===== src/pcc_pkg.sv =====
// pcc_pkg: constants and types of the clock-conditioning configuration block
// assumes one 125 MHz register clock and AXI4-Lite register access
package pcc_pkg;
   // timing
   localparam int CLK_PS       = 8000;
   localparam int DLY_STEP_PS  = 250;
   localparam int DLY_CEIL     = (DLY_STEP_PS + CLK_PS - 1) / CLK_PS;
   localparam int DLY_STEP_CYC = (DLY_CEIL < 1) ? 1 : DLY_CEIL;
   // register byte addresses
   localparam logic [7:0] ADDR_CFG  = 8'h00;
   localparam logic [7:0] ADDR_CTRL = 8'h04;
   localparam logic [7:0] ADDR_STAT = 8'h08;
   localparam logic [7:0] ADDR_DYN  = 8'h0C;
   // configuration word, shared by the static register and the serial frame
   localparam int CFG_W  = 31;
   localparam int IN_LSB = 0;
   localparam int IN_W   = 5;
   localparam int FB_LSB = 5;
   localparam int FB_W   = 6;
   localparam int PD_LSB = 11;
   localparam int SD_LSB = 13;
   localparam int DIV_W  = 2;
   localparam int PR_LSB = 15;
   localparam int PR_W   = 3;
   localparam int SR_LSB = 18;
   localparam int SR_W   = 2;
   localparam int FS_LSB = 20;
   localparam int FS_W   = 2;
   localparam int FD_LSB = 22;
   localparam int FD_W   = 4;
   localparam int PDL_LSB = 26;
   localparam int SDL_LSB = 28;
   localparam int DLS_W  = 2;
   localparam int XD_BIT = 30;
   // control and status bits
   localparam int CTRL_MODE = 0;
   localparam int CTRL_PSEL = 1;
   localparam int CTRL_SSEL = 2;
   localparam int ST_LOCK   = 0;
   localparam int ST_CORE   = 1;
   localparam int ST_SOUT   = 2;
   localparam int ST_DYN    = 3;
   // reset values and masks
   localparam logic [31:0] CFG_RST   = 32'h0000_0000;
   localparam logic [31:0] CTRL_RST  = 32'h0000_0000;
   localparam logic [31:0] CFG_MASK  = 32'h7FFF_FFFF;
   localparam logic [31:0] CTRL_MASK = 32'h0000_0007;
   localparam logic [1:0]  RESP_OKAY   = 2'h0;
   localparam logic [1:0]  RESP_SLVERR = 2'h2;
   // route and feedback codes
   localparam logic [2:0] PR_BYP  = 3'h0;
   localparam logic [2:0] PR_GMUX = 3'h1;
   localparam logic [2:0] PR_DLY  = 3'h2;
   localparam logic [2:0] PR_RSV  = 3'h3;
   localparam logic [1:0] SR_BYP  = 2'h0;
   localparam logic [1:0] SR_GMUX = 2'h1;
   localparam logic [1:0] SR_DLY  = 2'h2;
   localparam logic [1:0] SR_PH0  = 2'h3;
   localparam logic [1:0] FS_GND  = 2'h0;
   localparam logic [1:0] FS_DLY  = 2'h1;
   localparam logic [1:0] FS_VCO  = 2'h2;
   localparam logic [1:0] FS_EXT  = 2'h3;
   typedef enum logic [2:0] {
      lk_off    = 3'h1,
      lk_acq    = 3'h2,
      lk_locked = 3'h4
   } pcc_lock_t;
endpackage


===== src/pcc_top.sv =====
// pcc_top: clock-conditioning configuration, cycle model of the loop and output paths
// assumes reference and feedback clocks synchronous to aclk, AXI4-Lite master
//
// Contract
// input divider divides by code plus one
// feedback divider multiplies by code plus one
// primary output divider: 00 is one, up to four
// secondary output divider divides by one to four
// secondary delay 00 adds no delay
// primary delay 00 adds no delay
// feedback delay in 250ps steps from one step
// primary route: bypass, global mux, delay line, reserved
// primary route 100..111 picks oscillator phases
// secondary route: bypass, global mux, delay, phase 0
// feedback 00 grounded, 01 delay line
// feedback 10 oscillator phase 0, 11 external
// lock low while not locked
// mode 0 static, otherwise dynamic
// serial output shows shift register end
// secondary reference used only when bypassed; code uses secondary_ref_in only on secondary route 01, global mux
// surroundings wire external feedback pad in
// static mux bits pick both reference sources
// serial inputs and extra delay only dynamic
// two clock outputs, primary and secondary
// outputs are oscillator divided by output divider
// both bypassed: core and input divider off
// static settings held constant while running
`timescale 1ns/100ps
module pcc_out_path #(
   parameter int DL_LEN = 32
) (
   // clock and reset
   input  wire logic       clk,
   input  wire logic       rstn,
   // source and settings
   input  wire logic       src,
   input  wire logic [1:0] div_sel,
   input  wire logic [1:0] dly_sel,
   // conditioned clock
   output logic            clk_out
);
   logic              src_q;
   logic [1:0]        cnt;
   logic              divo;
   logic [DL_LEN-1:0] dl;
   logic [1:0]        half;
   logic [4:0]        taps;

   assign half = 2'(({1'b0, div_sel} + 3'h2) >> 1);
   assign taps = 5'({3'h0, dly_sel} * pcc_pkg::DLY_STEP_CYC);

   always_ff @(posedge clk) begin
      if (!rstn) begin
         src_q <= 1'b0;
         cnt <= 2'h0;
      end else begin
         src_q <= src;
         if (src && !src_q) begin
            cnt <= (cnt == div_sel) ? 2'h0 : cnt + 2'h1;
         end
      end
   end

   always_ff @(posedge clk) begin
      if (!rstn) begin
         divo <= 1'b0;
         dl <= '0;
         clk_out <= 1'b0;
      end else begin
         divo <= (div_sel == 2'h0) ? src : (cnt < half);
         dl <= {dl[DL_LEN-2:0], divo};
         clk_out <= (taps == 5'h00) ? divo : dl[taps - 5'h01];
      end
   end
endmodule

module pcc_top #(
   parameter int PER_W        = 16,
   parameter int LOCK_PERIODS = 4,
   parameter int DL_LEN       = 32
) (
   // clock and reset
   input  wire logic        aclk,
   input  wire logic        aresetn,
   // AXI4-Lite write
   input  wire logic        awvalid,
   output logic             awready,
   input  wire logic [7:0]  awaddr,
   input  wire logic        wvalid,
   output logic             wready,
   input  wire logic [31:0] wdata,
   input  wire logic [3:0]  wstrb,
   output logic             bvalid,
   input  wire logic        bready,
   output logic [1:0]       bresp,
   // AXI4-Lite read
   input  wire logic        arvalid,
   output logic             arready,
   input  wire logic [7:0]  araddr,
   output logic             rvalid,
   input  wire logic        rready,
   output logic [31:0]      rdata,
   output logic [1:0]       rresp,
   // reference and feedback clocks
   input  wire logic        primary_ref_pad,
   input  wire logic        primary_ref_int,
   input  wire logic        secondary_ref_pad,
   input  wire logic        secondary_ref_int,
   input  wire logic        ext_feedback_in,
   // serial configuration
   input  wire logic        cfg_serial_clk,
   input  wire logic        cfg_shift_en,
   input  wire logic        cfg_serial_in,
   input  wire logic        cfg_update_strobe,
   output logic             cfg_serial_out,
   // conditioned clocks and lock
   output logic             primary_clk_out,
   output logic             secondary_clk_out,
   output logic             lock
);
   localparam int W = pcc_pkg::CFG_W;

   logic [31:0]        cfg_reg;
   logic [31:0]        ctrl_reg;
   logic [W-1:0]       shreg;
   logic [W-1:0]       dyn_cfg;
   logic [W-1:0]       eff;
   logic               mode;
   logic [4:0]         n_sel;
   logic [5:0]         m_sel;
   logic [2:0]         pr;
   logic [1:0]         sr;
   logic [1:0]         fs;
   logic [3:0]         fd;
   logic               prim_ref;
   logic               secondary_ref_in;
   logic               core_on;
   logic               pref_q;
   logic               ext_q;
   logic               sclk_q;
   logic               upd_q;
   logic               vdlo_q;
   logic [4:0]         in_cnt;
   logic               ref_tick;
   logic [PER_W-1:0]   per_cnt;
   logic [PER_W-1:0]   period;
   logic [PER_W-1:0]   acc;
   logic [PER_W:0]     acc_sum;
   logic               tick;
   logic [1:0]         vco_ph;
   logic [DL_LEN-1:0]  vdl;
   logic               vdl_out;
   logic               fb_ev;
   logic               fb_wrap;
   logic [5:0]         fb_cnt;
   logic [1:0]         hits;
   logic               good;
   logic [7:0]         good_cnt;
   pcc_pkg::pcc_lock_t state;
   pcc_pkg::pcc_lock_t next_state;
   logic               psrc;
   logic               ssrc;
   logic               aw_hold;
   logic               w_hold;
   logic [7:0]         aw_q;
   logic [31:0]        wd_q;
   logic [3:0]         ws_q;
   logic               wr_go;
   logic               wr_hit;
   logic [31:0]        rd_word;
   logic               rd_hit;

   function automatic logic phase_lvl(input logic [1:0] ph, input logic [1:0] k);
      logic [1:0] d;
      d = ph - k;
      phase_lvl = ~d[1];
   endfunction

   function automatic logic [4:0] fb_taps(input logic [3:0] code, input logic xd);
      fb_taps = 5'(({1'b0, code} + 5'h01 + {4'h0, xd}) * pcc_pkg::DLY_STEP_CYC);
   endfunction

   function automatic logic [31:0] merge(input logic [31:0] old, input logic [31:0] d,
                                         input logic [3:0] s);
      merge = old;
      for (int i = 0; i < 4; i++) begin
         if (s[i]) begin
            merge[8*i +: 8] = d[8*i +: 8];
         end
      end
   endfunction

   // effective configuration
   assign mode = ctrl_reg[pcc_pkg::CTRL_MODE];
   always_comb begin
      eff = mode ? dyn_cfg : cfg_reg[W-1:0];
      if (!mode) begin
         eff[pcc_pkg::XD_BIT] = 1'b0;
      end
   end
   assign n_sel = eff[pcc_pkg::IN_LSB +: pcc_pkg::IN_W];
   assign m_sel = eff[pcc_pkg::FB_LSB +: pcc_pkg::FB_W];
   assign pr = eff[pcc_pkg::PR_LSB +: pcc_pkg::PR_W];
   assign sr = eff[pcc_pkg::SR_LSB +: pcc_pkg::SR_W];
   assign fs = eff[pcc_pkg::FS_LSB +: pcc_pkg::FS_W];
   assign fd = eff[pcc_pkg::FD_LSB +: pcc_pkg::FD_W];
   assign prim_ref = ctrl_reg[pcc_pkg::CTRL_PSEL] ? primary_ref_int : primary_ref_pad;
   assign secondary_ref_in = ctrl_reg[pcc_pkg::CTRL_SSEL] ? secondary_ref_int
                                                          : secondary_ref_pad;
   assign core_on = !(pr[2:1] == 2'h0 && !sr[1]);

   always_ff @(posedge aclk) begin
      if (!aresetn) begin
         pref_q <= 1'b0;
         ext_q <= 1'b0;
         sclk_q <= 1'b0;
         upd_q <= 1'b0;
         vdlo_q <= 1'b0;
      end else begin
         pref_q <= prim_ref;
         ext_q <= ext_feedback_in;
         sclk_q <= cfg_serial_clk;
         upd_q <= cfg_update_strobe;
         vdlo_q <= vdl_out;
      end
   end

   // serial configuration path
   always_ff @(posedge aclk) begin
      if (!aresetn) begin
         shreg <= '0;
      end else if (mode && cfg_shift_en && cfg_serial_clk && !sclk_q) begin
         shreg <= {shreg[W-2:0], cfg_serial_in};
      end
   end
   assign cfg_serial_out = shreg[W-1];

   always_ff @(posedge aclk) begin
      if (!aresetn) begin
         dyn_cfg <= '0;
      end else if (mode && cfg_update_strobe && !upd_q) begin
         dyn_cfg <= shreg;
      end
   end

   // input divider and reference period
   always_ff @(posedge aclk) begin
      if (!aresetn) begin
         in_cnt <= 5'h00;
         ref_tick <= 1'b0;
      end else begin
         ref_tick <= 1'b0;
         if (!core_on) begin
            in_cnt <= 5'h00;
         end else if (prim_ref && !pref_q) begin
            if (in_cnt == n_sel) begin
               in_cnt <= 5'h00;
               ref_tick <= 1'b1;
            end else begin
               in_cnt <= in_cnt + 5'h01;
            end
         end
      end
   end

   always_ff @(posedge aclk) begin
      if (!aresetn || !core_on) begin
         per_cnt <= '0;
         period <= '0;
      end else if (ref_tick) begin
         period <= per_cnt;
         per_cnt <= PER_W'(1);
      end else if (per_cnt != '1) begin
         per_cnt <= per_cnt + PER_W'(1);
      end
   end

   // oscillator: 4*(m+1) quarter-phase ticks per divided reference period
   assign acc_sum = {1'b0, acc} + (PER_W + 1)'({m_sel + 6'h00, 2'h0} + 9'h004);
   assign tick = core_on && period != '0 && acc_sum >= {1'b0, period};

   always_ff @(posedge aclk) begin
      if (!aresetn || !core_on || ref_tick) begin
         acc <= '0;
         vco_ph <= 2'h0;
      end else if (tick) begin
         acc <= PER_W'(acc_sum - {1'b0, period});
         vco_ph <= vco_ph + 2'h1;
      end else if (period != '0) begin
         acc <= PER_W'(acc_sum);
      end
   end

   always_ff @(posedge aclk) begin
      if (!aresetn) begin
         vdl <= '0;
      end else begin
         vdl <= {vdl[DL_LEN-2:0], phase_lvl(vco_ph, 2'h0)};
      end
   end
   assign vdl_out = vdl[fb_taps(fd, eff[pcc_pkg::XD_BIT]) - 5'h01];

   // feedback source and feedback divider
   always_comb begin
      unique case (fs)
         pcc_pkg::FS_GND: fb_ev = 1'b0;
         pcc_pkg::FS_DLY: fb_ev = vdl_out && !vdlo_q;
         pcc_pkg::FS_VCO: fb_ev = tick && vco_ph == 2'h3;
         pcc_pkg::FS_EXT: fb_ev = ext_feedback_in && !ext_q;
      endcase
   end
   assign fb_wrap = fb_ev && fb_cnt == m_sel;
   assign good = (hits == 2'h1 && !fb_wrap) || (hits == 2'h0 && fb_wrap);

   always_ff @(posedge aclk) begin
      if (!aresetn || !core_on) begin
         fb_cnt <= 6'h00;
         hits <= 2'h0;
      end else begin
         if (fb_ev) begin
            fb_cnt <= fb_wrap ? 6'h00 : fb_cnt + 6'h01;
         end
         if (ref_tick) begin
            hits <= 2'h0; // a wrap on the tick belongs to the closing period
         end else if (fb_wrap && hits != 2'h3) begin
            hits <= hits + 2'h1;
         end
      end
   end

   // lock detection
   always_comb begin
      next_state = state;
      unique case (state)
         pcc_pkg::lk_off: begin
            if (core_on) next_state = pcc_pkg::lk_acq;
         end
         pcc_pkg::lk_acq: begin
            if (ref_tick && good && good_cnt == 8'(LOCK_PERIODS - 1)) begin
               next_state = pcc_pkg::lk_locked;
            end
         end
         pcc_pkg::lk_locked: begin
            if (ref_tick && !good) next_state = pcc_pkg::lk_acq;
         end
      endcase
      if (!core_on) begin
         next_state = pcc_pkg::lk_off;
      end else if (per_cnt == '1 && state != pcc_pkg::lk_off) begin
         next_state = pcc_pkg::lk_acq;
      end
   end

   always_ff @(posedge aclk) begin
      if (!aresetn) begin
         state <= pcc_pkg::lk_off;
         lock <= 1'b0;
         good_cnt <= 8'h00;
      end else begin
         state <= next_state;
         lock <= (next_state == pcc_pkg::lk_locked);
         if (state != pcc_pkg::lk_acq) begin
            good_cnt <= 8'h00;
         end else if (ref_tick) begin
            good_cnt <= good ? good_cnt + 8'h01 : 8'h00;
         end
      end
   end

   // output routing
   always_comb begin
      unique case (pr)
         pcc_pkg::PR_BYP: psrc = primary_ref_pad;
         pcc_pkg::PR_GMUX: psrc = prim_ref;
         pcc_pkg::PR_DLY: psrc = vdl_out;
         pcc_pkg::PR_RSV: psrc = 1'b0;
         3'h4, 3'h5, 3'h6, 3'h7: psrc = phase_lvl(vco_ph, pr[1:0]);
      endcase
      unique case (sr)
         pcc_pkg::SR_BYP: ssrc = secondary_ref_pad;
         pcc_pkg::SR_GMUX: ssrc = secondary_ref_in;
         pcc_pkg::SR_DLY: ssrc = vdl_out;
         pcc_pkg::SR_PH0: ssrc = phase_lvl(vco_ph, 2'h0);
      endcase
   end

   pcc_out_path #(.DL_LEN(DL_LEN)) u_primary (
      .clk     (aclk),
      .rstn    (aresetn),
      .src     (psrc),
      .div_sel (eff[pcc_pkg::PD_LSB +: pcc_pkg::DIV_W]),
      .dly_sel (eff[pcc_pkg::PDL_LSB +: pcc_pkg::DLS_W]),
      .clk_out (primary_clk_out)
   );

   pcc_out_path #(.DL_LEN(DL_LEN)) u_secondary (
      .clk     (aclk),
      .rstn    (aresetn),
      .src     (ssrc),
      .div_sel (eff[pcc_pkg::SD_LSB +: pcc_pkg::DIV_W]),
      .dly_sel (eff[pcc_pkg::SDL_LSB +: pcc_pkg::DLS_W]),
      .clk_out (secondary_clk_out)
   );

   // AXI4-Lite write side
   assign wr_go = aw_hold && w_hold && !bvalid;
   assign wr_hit = aw_q == pcc_pkg::ADDR_CFG || aw_q == pcc_pkg::ADDR_CTRL ||
                   aw_q == pcc_pkg::ADDR_STAT || aw_q == pcc_pkg::ADDR_DYN;

   always_ff @(posedge aclk) begin
      if (!aresetn) begin
         awready <= 1'b0;
         aw_hold <= 1'b0;
         aw_q <= 8'h00;
      end else if (awvalid && awready) begin
         awready <= 1'b0;
         aw_hold <= 1'b1;
         aw_q <= awaddr;
      end else if (wr_go) begin
         aw_hold <= 1'b0;
      end else if (!aw_hold && !bvalid) begin
         awready <= 1'b1;
      end
   end

   always_ff @(posedge aclk) begin
      if (!aresetn) begin
         wready <= 1'b0;
         w_hold <= 1'b0;
         wd_q <= 32'h0000_0000;
         ws_q <= 4'h0;
      end else if (wvalid && wready) begin
         wready <= 1'b0;
         w_hold <= 1'b1;
         wd_q <= wdata;
         ws_q <= wstrb;
      end else if (wr_go) begin
         w_hold <= 1'b0;
      end else if (!w_hold && !bvalid) begin
         wready <= 1'b1;
      end
   end

   always_ff @(posedge aclk) begin
      if (!aresetn) begin
         bvalid <= 1'b0;
         bresp <= pcc_pkg::RESP_OKAY;
      end else if (wr_go) begin
         bvalid <= 1'b1;
         bresp <= wr_hit ? pcc_pkg::RESP_OKAY : pcc_pkg::RESP_SLVERR;
      end else if (bvalid && bready) begin
         bvalid <= 1'b0;
      end
   end

   always_ff @(posedge aclk) begin
      if (!aresetn) begin
         cfg_reg <= pcc_pkg::CFG_RST;
         ctrl_reg <= pcc_pkg::CTRL_RST;
      end else if (wr_go && aw_q == pcc_pkg::ADDR_CFG) begin
         cfg_reg <= merge(cfg_reg, wd_q, ws_q) & pcc_pkg::CFG_MASK;
      end else if (wr_go && aw_q == pcc_pkg::ADDR_CTRL) begin
         ctrl_reg <= merge(ctrl_reg, wd_q, ws_q) & pcc_pkg::CTRL_MASK;
      end
   end

   // AXI4-Lite read side
   always_comb begin
      rd_word = 32'h0000_0000;
      rd_hit = 1'b1;
      case (araddr)
         pcc_pkg::ADDR_CFG: rd_word = cfg_reg;
         pcc_pkg::ADDR_CTRL: rd_word = ctrl_reg;
         pcc_pkg::ADDR_STAT: begin
            rd_word[pcc_pkg::ST_LOCK] = lock;
            rd_word[pcc_pkg::ST_CORE] = core_on;
            rd_word[pcc_pkg::ST_SOUT] = cfg_serial_out;
            rd_word[pcc_pkg::ST_DYN] = mode;
         end
         pcc_pkg::ADDR_DYN: rd_word = {1'b0, dyn_cfg};
         default: rd_hit = 1'b0;
      endcase
   end

   always_ff @(posedge aclk) begin
      if (!aresetn) begin
         arready <= 1'b0;
         rvalid <= 1'b0;
         rdata <= 32'h0000_0000;
         rresp <= pcc_pkg::RESP_OKAY;
      end else if (arvalid && arready) begin
         arready <= 1'b0;
         rvalid <= 1'b1;
         rdata <= rd_word;
         rresp <= rd_hit ? pcc_pkg::RESP_OKAY : pcc_pkg::RESP_SLVERR;
      end else if (rvalid && rready) begin
         rvalid <= 1'b0;
      end else if (!rvalid) begin
         arready <= 1'b1;
      end
   end
endmodule


===== config.mk =====
export PLATFORM = sky130hd
export DESIGN_NAME = pcc_top
export DESIGN_NICKNAME = d
export VERILOG_FILES = /design/src/pcc_pkg.sv /design/src/pcc_top.sv
export SDC_FILE = /design/constraint.sdc
export NUM_CORES = 1
export LEC_CHECK = 0
export ABC_AREA = 1
export BUFFER_PORTS_ARGS = -buffer_cell sky130_fd_sc_hd__buf_2
export CAP_MARGIN = 20
export CORE_UTILIZATION = 40
export CTS_BUF_LIST = sky130_fd_sc_hd__clkbuf_2
export CTS_CLUSTER_SIZE = 12
export DETAILED_ROUTE_END_ITERATION = 16
export PLACE_DENSITY = 0.53
export SLEW_MARGIN = 20
export SYNTH_ARGS = -nofsm -noshare
export SYNTH_HDL_FRONTEND = slang
export SYNTH_SLANG_ARGS = --single-unit

===== constraint.sdc =====
create_clock -name aclk -period 8.1 [get_ports aclk]
set_clock_uncertainty 0.2 [all_clocks]
set_input_delay 2.43 -clock aclk [delete_from_list [all_inputs] [get_ports aclk]]
set_output_delay 2.43 -clock aclk [all_outputs]
set_load 0.05 [all_outputs]

==> out/qor.yml, run 1 <==
power_density_nw_per_um2: 182
place_ws_ns: 2.60
syn2layout_area_growth_pct: 11.2
leakagePower_uw: 0.00727
startpoint_type: "register"
ys_seq_area_frac: 0.441
grt_first_pass_wirelength_microns: 56700
synthArstFlopShare: 0
min_path_type: "reg2reg"
power_frac_seq: 0.552
finalCriticalPeriod_ns: 5.51
cp.buffers_inverters: 3
slew_viol_final: 0
synth_seq_cells: 306
drt.antenna.violating_nets: 0
initial_utilization: 0.410
clk_latency_ns: 0.90
peakVddDrop_mv: 0.0936
wl_per_cell_microns: 13.6
gr-usage-met3: 0.0419
die_area_sq_um: 35500
drt-initial-drc-count: 540
cp_max_fo: 20
clock_sink_count: 306
final_cell_mix: "dfxtp_1, nor2_1, inv_1"
core_area_sq_um: 33900
postSynthAreaPerCell_sq_um: 7.27
drc_errors: 0
worstSetupPathType: "reg2reg"
die_w_microns: 188
swShare: 0.276
dr_total_vias: 12300
ys_types: 53
setup-violations-final: 0
syn_inst: 1910
post_dp_cell_area_sq_um: 14700
fin_ws_ns: 2.59
finalNonFillerCells: 2529
hpwl_microns: 23700
crit_slowest_cell: "inv_1"
grt_usage: 0.196
cp-end-kind: "register"
grt_overflow: 0
slowest_delay_ns: 0.65
h-tree-depth: 3
p_int_uw: 2040
cts_tree: "built"
final_common_cell: "dfxtp_1"
gr-max-usage-layer: "met2"
regArea_sq_um: 6130
p_clk_frac: 0.385
gp_congestion: 0.856
power_uw: 2820
power.switching_uw: 779
use_met2: 0.316
grt_antenna_before_repair: 2
via_per_inst: 4.86
rsz0062_at_grt: "false"
fill_cells: 3619
cts_made_buffers: 84
rows: 67
die_h_microns: 188
ys.flop_type: "dfxtp_1"
post_cts_buffers: 0
combPwrFrac: 0.064
ys_warn_count: 0
arrival_ns: 6.10
clkTransAtPathRegs_ns: 0.10
fin_nets: 2142
ctsHoldBuffers: 0
cp_common_cell: "nand2_1"
cts-resized-gates: 0
dp_cells: 2391
cp.required_ns: 8.69
maxCapViolations: 0
min_period_over_period: 0.680
grt_pass1_vias: 11600
final_layout_size_suffix_gt1_frac: 0.131
cts.root.buffer_cell: "clkbuf_2"
synth_edf_count: 0
io_pins: 113
final_cell_area_sq_um: 15400
cts_buffer_depth: 3
multi_input_area_sq_um: 6290
status: "finished clean"
hold_violations: 0
first_pass_iters: 5
cp_top_family: "simple AND/OR/NAND/NOR gates"
finalSetupTns_ns: 0
relSlewSlack: 0.310
tightest_slew_ns: 1.03
max_freq_mhz: 182
drt_wl_total_microns: 34500
grt_max_degree: 84
met1_usage: 0.257
io_buffers: 108
synth_area_sq_um: 13900
==> per-layer routing <==
layer | up-vias | wire length, microns
li1 | 6426 | -
met1 | 5583 | 17100
met2 | 218 | 15300
met3 | 53 | 1440
met4 | 2 | 656
met5 | - | 13
==> through the flow <==
| step | util | hold WS, ns |
|---|---|---|
| after floorplan | - | 0.186 |
| after global placement | 0.434 | 0.188 |
| after detailed placement | 0.434 | 0.197 |
| after CTS | 0.456 | 0.213 |
| after global routing | 0.456 | 0.222 |
| final | 0.456 | 0.205 |
==> final timing paths <==
kind	start	end	slack [ns]	depth (start not counted)
min	vdl[26]$_SDFF_PN0_	vdl[27]$_SDFF_PN0_	0.20	2
max reg2reg	ctrl_reg[0]$_SDFFE_PN0P_	acc[7]$_SDFFE_PP0P_	2.59	26
min reg2reg	vdl[26]$_SDFF_PN0_	vdl[27]$_SDFF_PN0_	0.20	2
max	ctrl_reg[0]$_SDFFE_PN0P_	acc[7]$_SDFFE_PP0P_	2.59	26
==> Yosys cell counts, types with 5 or more instances <==
| library cell | count | area (sq um) |
|---|---|---|
| o211ai_1 | 10 | 75.1 |
| a21oi_1 | 150 | 751 |
| buf_2 | 5 | 25.0 |
| a31oi_1 | 5 | 31.3 |
| or2_2 | 6 | 37.5 |
| dfxtp_1 | 306 | 6130 |
| clkbuf_1 | 76 | 285 |
| xnor2_1 | 16 | 140 |
| o21ai_1 | 6 | 30.0 |
| inv_1 | 287 | 1080 |
| nor3_1 | 19 | 95.1 |
| nand3_1 | 50 | 250 |
| nor2_1 | 302 | 1130 |
| xor2_1 | 31 | 272 |
| nand2_1 | 254 | 953 |
| ha_1 | 42 | 526 |
| nand4_1 | 17 | 106 |
| o221ai_1 | 30 | 263 |
| nand2_2 | 9 | 56.3 |
| o21ai_0 | 233 | 1170 |
==> worst min-delay path, cell delays in order (launching register included) <==
cell	delay [ns]
dfxtp_1	0.31
nand2_1	0.05
inv_1	0.03
==> power groups by stage <==
stage	sequential [uW]	clock (uW)	combinational [uW]
floorplan	1630	0	90.3
global placement	1590	0	179
detailed placement	1590	0	180
CTS	1560	1140	181
global route	1560	1230	199
finish	1560	1080	179
==> area by class of cell <==
type | instances | share of cell area
antenna | 1 | 0.000162
clock inverter | 18 | 0.00859
clock buffer | 118 | 0.0382
timing repair buffer | 121 | 0.0422
multi-input combinational | 1226 | 0.407
sequential | 306 | 0.397
inverter | 291 | 0.0707
tap | 448 | 0.0363
==> cells by family after synthesis <==
kind of cell,after synthesis,synth area share
DFF,306,0.441
AOI/OAI and AO/OA,458,0.181
and+or+nand+nor,674,0.200
buffers and inverters,380,0.106
other,1,0.000270
adders and majority gates,44,0.0407
xor gates and xnor gates,47,0.0296
(Power assumes the default switching activity.)
==> run 2: changes to the inputs <==
Settings changed: PLACE_DENSITY 0.53 to 0.55.
Clock period 8.1 ns to 4.7 ns, I/O delays scaled along.
==> run 2 against run 1 <==
Hold slack better by 0.0056 ns. Clock power is 78% higher. Cell area is 1.9% higher. Non-clock buffer count is 17 higher. Wire length is 0.33% lower. Total power is 74% higher. Flip-flop and latch count stayed put. Global-route usage hardly changed.
==> out/qor.yml, run 2 (synthesis results as in run 1) <==
hold_violations: 0
grt_usage: 0.196
io_buffers: 108
rows: 67
final_cell_area_sq_um: 15700
initial_utilization: 0.410
cp.required_ns: 5.32
worstSetupPathType: "reg2reg"
power_uw: 4920
status: "finished clean"
setup-violations-final: 0
relSlewSlack: 0.319
whs_ns: 0.210
min_period_over_period: 0.945
finalCriticalPeriod_ns: 4.44
slew_viol_final: 0
hpwl_microns: 23600
core_area_sq_um: 33900
die_area_sq_um: 35500
cts.root.buffer_cell: "clkbuf_2"
drt.antenna.violating_nets: 0
slowest_delay_ns: 0.38
final_cell_mix: "dfxtp_1, nor2_1, inv_1"
grt_overflow: 0
final_common_cell: "dfxtp_1"
post_cts_buffers: 0
drc_errors: 0
fin_nets: 2160
cts_made_buffers: 85
ctsHoldBuffers: 0
finalSetupTns_ns: 0
clock_sink_count: 306
die_h_microns: 188
arrival_ns: 5.06
cts-resized-gates: 0
min_path_type: "reg2reg"
hold_start: "u_primary.dl[0]$_SDFF_PN0_"
hold_end: "u_primary.dl[1]$_SDFF_PN0_"
post_dp_cell_area_sq_um: 14900
h-tree-depth: 3
crit_start: "ctrl_reg[0]$_SDFFE_PN0P_"
syn2layout_area_growth_pct: 13.4
post-route-util: 0.465
hold_depth: 2
via_per_inst: 4.81
first_pass_iters: 5
gp_congestion: 0.836
io_pins: 113
startpoint_type: "register"
clk_latency_ns: 0.92
crit-reg2reg-launch: "ctrl_reg[0]$_SDFFE_PN0P_"
cts_tree: "built"
max_freq_mhz: 225
worst-r2r-setup-slack_ns: 0.26
drt-initial-drc-count: 638
r2r-end: "hits[0]$_SDFFE_PP0P_"
peakVddDrop_mv: 0.155
maxCapViolations: 0
grt_max_degree: 217
grt_first_pass_wirelength_microns: 56700
cp_common_cell: "nand2_1"
cp_max_fo: 9
final_layout_size_suffix_gt1_frac: 0.150
dr_total_vias: 12300
tightest_slew_ns: 1.02
drt_wl_total_microns: 34400
power_density_nw_per_um2: 312
grt_antenna_before_repair: 1
wl_per_cell_microns: 13.5
cts_buffer_depth: 3
leakagePower_uw: 0.00740
clkTransAtPathRegs_ns: 0.12
die_w_microns: 188
cp-end-kind: "register"
reg2regPathDepth: 28
grt_pass1_vias: 11600
crit_slowest_cell: "dfxtp_4"
run 2: power by group:
group          leakage [uW]  internal [uW]  switching, uW  total [uW]
Clock              0.000577            816           1110        1920
Combinational       0.00434           95.7            217         313
Sequential          0.00248           2650           32.5        2680
run 2: layer usage:
metal,share of wire,GRT usage,wire [microns],vias up
met2,0.44,0.314,15200,236
met5,0,0,0,-
li1,-,-,-,6467
met3,0.046,0.0432,1580,43
met1,0.49,0.260,17000,5519
met4,0.016,0.0685,564,0
run 2: worst max path at each step:
stage	to	slack (ns)	depth (start not counted)
floorplan	hits[0]$_SDFFE_PP0P_	0.27	29
global placement	hits[0]$_SDFFE_PP0P_	0.13	28
detailed placement	hits[0]$_SDFFE_PP0P_	0.02	28
CTS	hits[0]$_SDFFE_PP0P_	0.02	28
global route	hits[0]$_SDFFE_PP0P_	-0.009	29
finish	hits[0]$_SDFFE_PP0P_	0.26	28
run 2: worst max-delay path: cells and delay by family, from the launching register on:
| family | cells | cell delay [ns] |
|---|---|---|
| xor+xnor | 1 | 0.14 |
| buf+inv | 2 | 0.22 |
| flops | 1 | 0.38 |
| compound gates | 4 | 0.55 |
| simple gates | 18 | 2.01 |
| fa+ha+maj | 3 | 0.88 |
run 2: layout make-up:
cell class	instances	area [sq um]
antenna	1	2.50
inverter	291	1090
fill	3548	18100
tap	448	561
timing repair buffer	138	817
clock buffer	127	636
multi-input combinational	1226	6400
sequential	306	6130
clock inverter	13	110
run 2: through the flow:
stage,setup slack (ns),std cells
2_1_floorplan,0.271,1912
3_3_place_gp,0.126,2408
3_5_place_dp,0.0232,2408
4_1_cts,0.0177,2548
5_1_grt,-0.00859,2550
6_report,0.259,2550
==> run 3: changes to the inputs <==
Settings changed: ABC_AREA 1 to unset, GPL_TIMING_DRIVEN set to 0, MAX_ROUTING_LAYER set to met4.
==> run 3 against run 2 <==
The run now ends with negative setup slack left. Sequential share of layout area shrank 1.5 points. Sequential power is essentially flat. Die area shrank 0.95%. Hold slack gained 0.024 ns. Maximum frequency shrank 11%. Critical endpoint is now fb_cnt[5]$_SDFFE_PP0P_.
==> out/qor.yml, run 3 <==
status: "finished, violations left"
violations: "negative setup slack"
final_layout_size_suffix_gt1_frac: 0.201
yosysMostFrequentCell: "dfxtp_1"
startpoint_type: "register"
maxCapViolations: 0
ys_types: 70
cts_buffer_depth: 3
whs_ns: 0.234
ys_seq_area_frac: 0.445
hold_violations: 0
relSlewSlack: 0.241
setup-violations-final: 37
synth_edf_count: 0
min_path_type: "reg2reg"
cts_tree: "built"
drc_errors: 0
grt_overflow: 0
clkTransAtPathRegs_ns: 0.11
first_pass_iters: 4
grt_antenna_before_repair: 2
drt-initial-drc-count: 634
final_cell_mix: "dfxtp_1, nand2_1, nor2_1"
synth_area_sq_um: 13800
finalCriticalPeriod_ns: 4.97
fin_ws_ns: -0.274
worst-r2r-setup-slack_ns: -0.27
io_buffers: 105
worstSetupPathType: "reg2reg"
synth_area_leaders: "dfxtp_1, nand2_1, mux2i_1"
die_w_microns: 187
hpwl_microns: 28700
rsz0062_at_grt: "true"
r2r-end: "fb_cnt[5]$_SDFFE_PP0P_"
max_freq_mhz: 201
cp_max_fo: 7
synthArstFlopShare: 0
drt_wl_total_microns: 38700
arrival_ns: 5.59
crit-reg2reg-launch: "ctrl_reg[0]$_SDFFE_PN0P_"
io_pins: 113
die_area_sq_um: 35100
ctsHoldBuffers: 0
yosys.area.top_type_share: 0.445
initial_utilization: 0.408
gr-max-usage-layer: "met2"
postSynthAreaPerCell_sq_um: 8.65
hold_start: "shreg[14]$_SDFFE_PN0P_"
drt.antenna.violating_nets: 0
cts_made_buffers: 82
fin_nets: 1928
clk_latency_ns: 0.95
slew_viol_final: 0
power_density_nw_per_um2: 303
power_uw: 4960
dr_total_vias: 12100
tightest_slew_ns: 1.13
h-tree-depth: 3
reg2regPathDepth: 21
grt_usage: 0.229
gr-usage-met3: 0.0467
final_common_cell: "dfxtp_1"
via_per_inst: 5.19
min_period_over_period: 1.06
grt_pass1_vias: 11400
hold_depth: 2
wl_per_cell_microns: 16.7
grt_max_degree: 20
syn_inst: 1589
multi_input_area_sq_um: 7460
ys_warn_count: 0
leakagePower_uw: 0.00646
synth_commonest_cells: "dfxtp_1, nand2_1, nor2_1"
cp-end-kind: "register"
grt_first_pass_wirelength_microns: 61300
rows: 67
clock_sink_count: 306
gp_congestion: 0.884
syn2layout_area_growth_pct: 19.1
hold_end: "dyn_cfg[14]$_SDFFE_PN0P_"
core_area_sq_um: 33700
fill_cells: 3359
ys.flop_type: "dfxtp_1"
cts.root.buffer_cell: "clkbuf_2"
cp.required_ns: 5.32
use_met2: 0.331
regArea_sq_um: 6130
peakVddDrop_mv: 0.144
synth_seq_cells: 306
met1_usage: 0.314
die_h_microns: 187
yosys.area.top_type: "dfxtp_1"
run 3: changes by cell type in the layout (fill, tap and decap cells not counted), moves of 19 or more:
cell      change
mux2i_1      +86
nand3_1      -19
a221oi_1     +25
o21ai_0     -206
and2_1       +46
o221ai_1     -29
clkbuf_1     +75
nor3_1       +24
nor2_1      -144
inv_1       -245
run 3: metal layers:
| layer | vias to the layer above | part of all wire |
|---|---|---|
| met5 | - | 0 |
| met4 | 0 | 0.024 |
| met3 | 71 | 0.060 |
| met2 | 357 | 0.43 |
| met1 | 5638 | 0.49 |
| li1 | 5984 | - |
run 3: worst max path at each step:
stage	endpoint	slack, ns	cells after the start	from
4_1_cts	fb_cnt[1]$_SDFFE_PP0P_	-0.28	24	ctrl_reg[0]$_SDFFE_PN0P_
6_report	fb_cnt[5]$_SDFFE_PP0P_	-0.27	21	ctrl_reg[0]$_SDFFE_PN0P_
5_1_grt	fb_cnt[1]$_SDFFE_PP0P_	-0.46	23	ctrl_reg[0]$_SDFFE_PN0P_
3_5_place_dp	state[1]$_SDFF_PN0_	-1.11	15	ctrl_reg[0]$_SDFFE_PN0P_
3_3_place_gp	state[1]$_SDFF_PN0_	-1.15	15	ctrl_reg[0]$_SDFFE_PN0P_
2_1_floorplan	state[1]$_SDFF_PN0_	-0.22	23	ctrl_reg[0]$_SDFFE_PN0P_
run 3: per-stage QoR:
stage	area [sq um]	setup WS [ns]	std cells	utilization	TNS (ns)
floorplan	13900	-0.225	1591	-	-2.04
global placement	15000	-1.15	2144	0.445	-40.82
detailed placement	15000	-1.11	2144	0.445	-40.74
CTS	16100	-0.281	2307	0.477	-7.21
global route	16400	-0.458	2319	0.486	-12.60
finish	16400	-0.274	2320	0.486	-6.11
run 3: critical path, cell delays in order, from the launching register on:
cell and delay [ns]:
dfxtp_4 0.41, buf_12 0.12, mux2_4 0.32, ha_4 0.30
ha_4 0.19, a21o_1 0.17, a311o_1 0.35, o21a_1 0.22
o21ai_4 0.25, xnor2_2 0.11, ha_1 0.33, buf_4 0.12
nand4_1 0.16, nor3_2 0.24, a41o_1 0.22, a21oi_2 0.05
a31oi_4 0.30, nand2_2 0.15, a21oi_4 0.23, buf_6 0.17
nand2_2 0.05, a32o_1 0.20
run 3: logic make-up (layout without fill, tap and decap cells):
group,count (synthesis),after routing,share of synthesized area
adders and majority gates,44,44,0.0411
muxes,109,109,0.0895
xor gates and xnor gates,58,58,0.0369
other,1,5,0.000273
buffers and inverters,137,416,0.0405
AOI/OAI and AO/OA,291,291,0.134
DFF,306,306,0.445
and+or+nand+nor,643,643,0.212
run 3: cell type report:
type / instances / area share
Antenna cell: 2 / 0.000305
Buffer: 90 / 0.0262
Clock buffer: 108 / 0.0330
Clock inverter: 30 / 0.0136
Inverter: 45 / 0.0105
Multi-Input combinational cell: 1148 / 0.455
Sequential cell: 306 / 0.374
Tap cell: 448 / 0.0342
Timing Repair Buffer: 143 / 0.0529
run 3: power by group:
part	internal, uW	switching, uW
clock network	844	1130
registers	2640	30.2
logic	89.7	221
total	3570	1390
run 3: repair_timing:
item / CTS / global route
endpoints found under the setup margin: 46 / 41
gates resized for setup: 33 / 48
gates cloned: 0 / 1
pin swaps: 39 / 41
buffers inserted: 26 / 11
endpoints found under the hold margin: 0 / 0
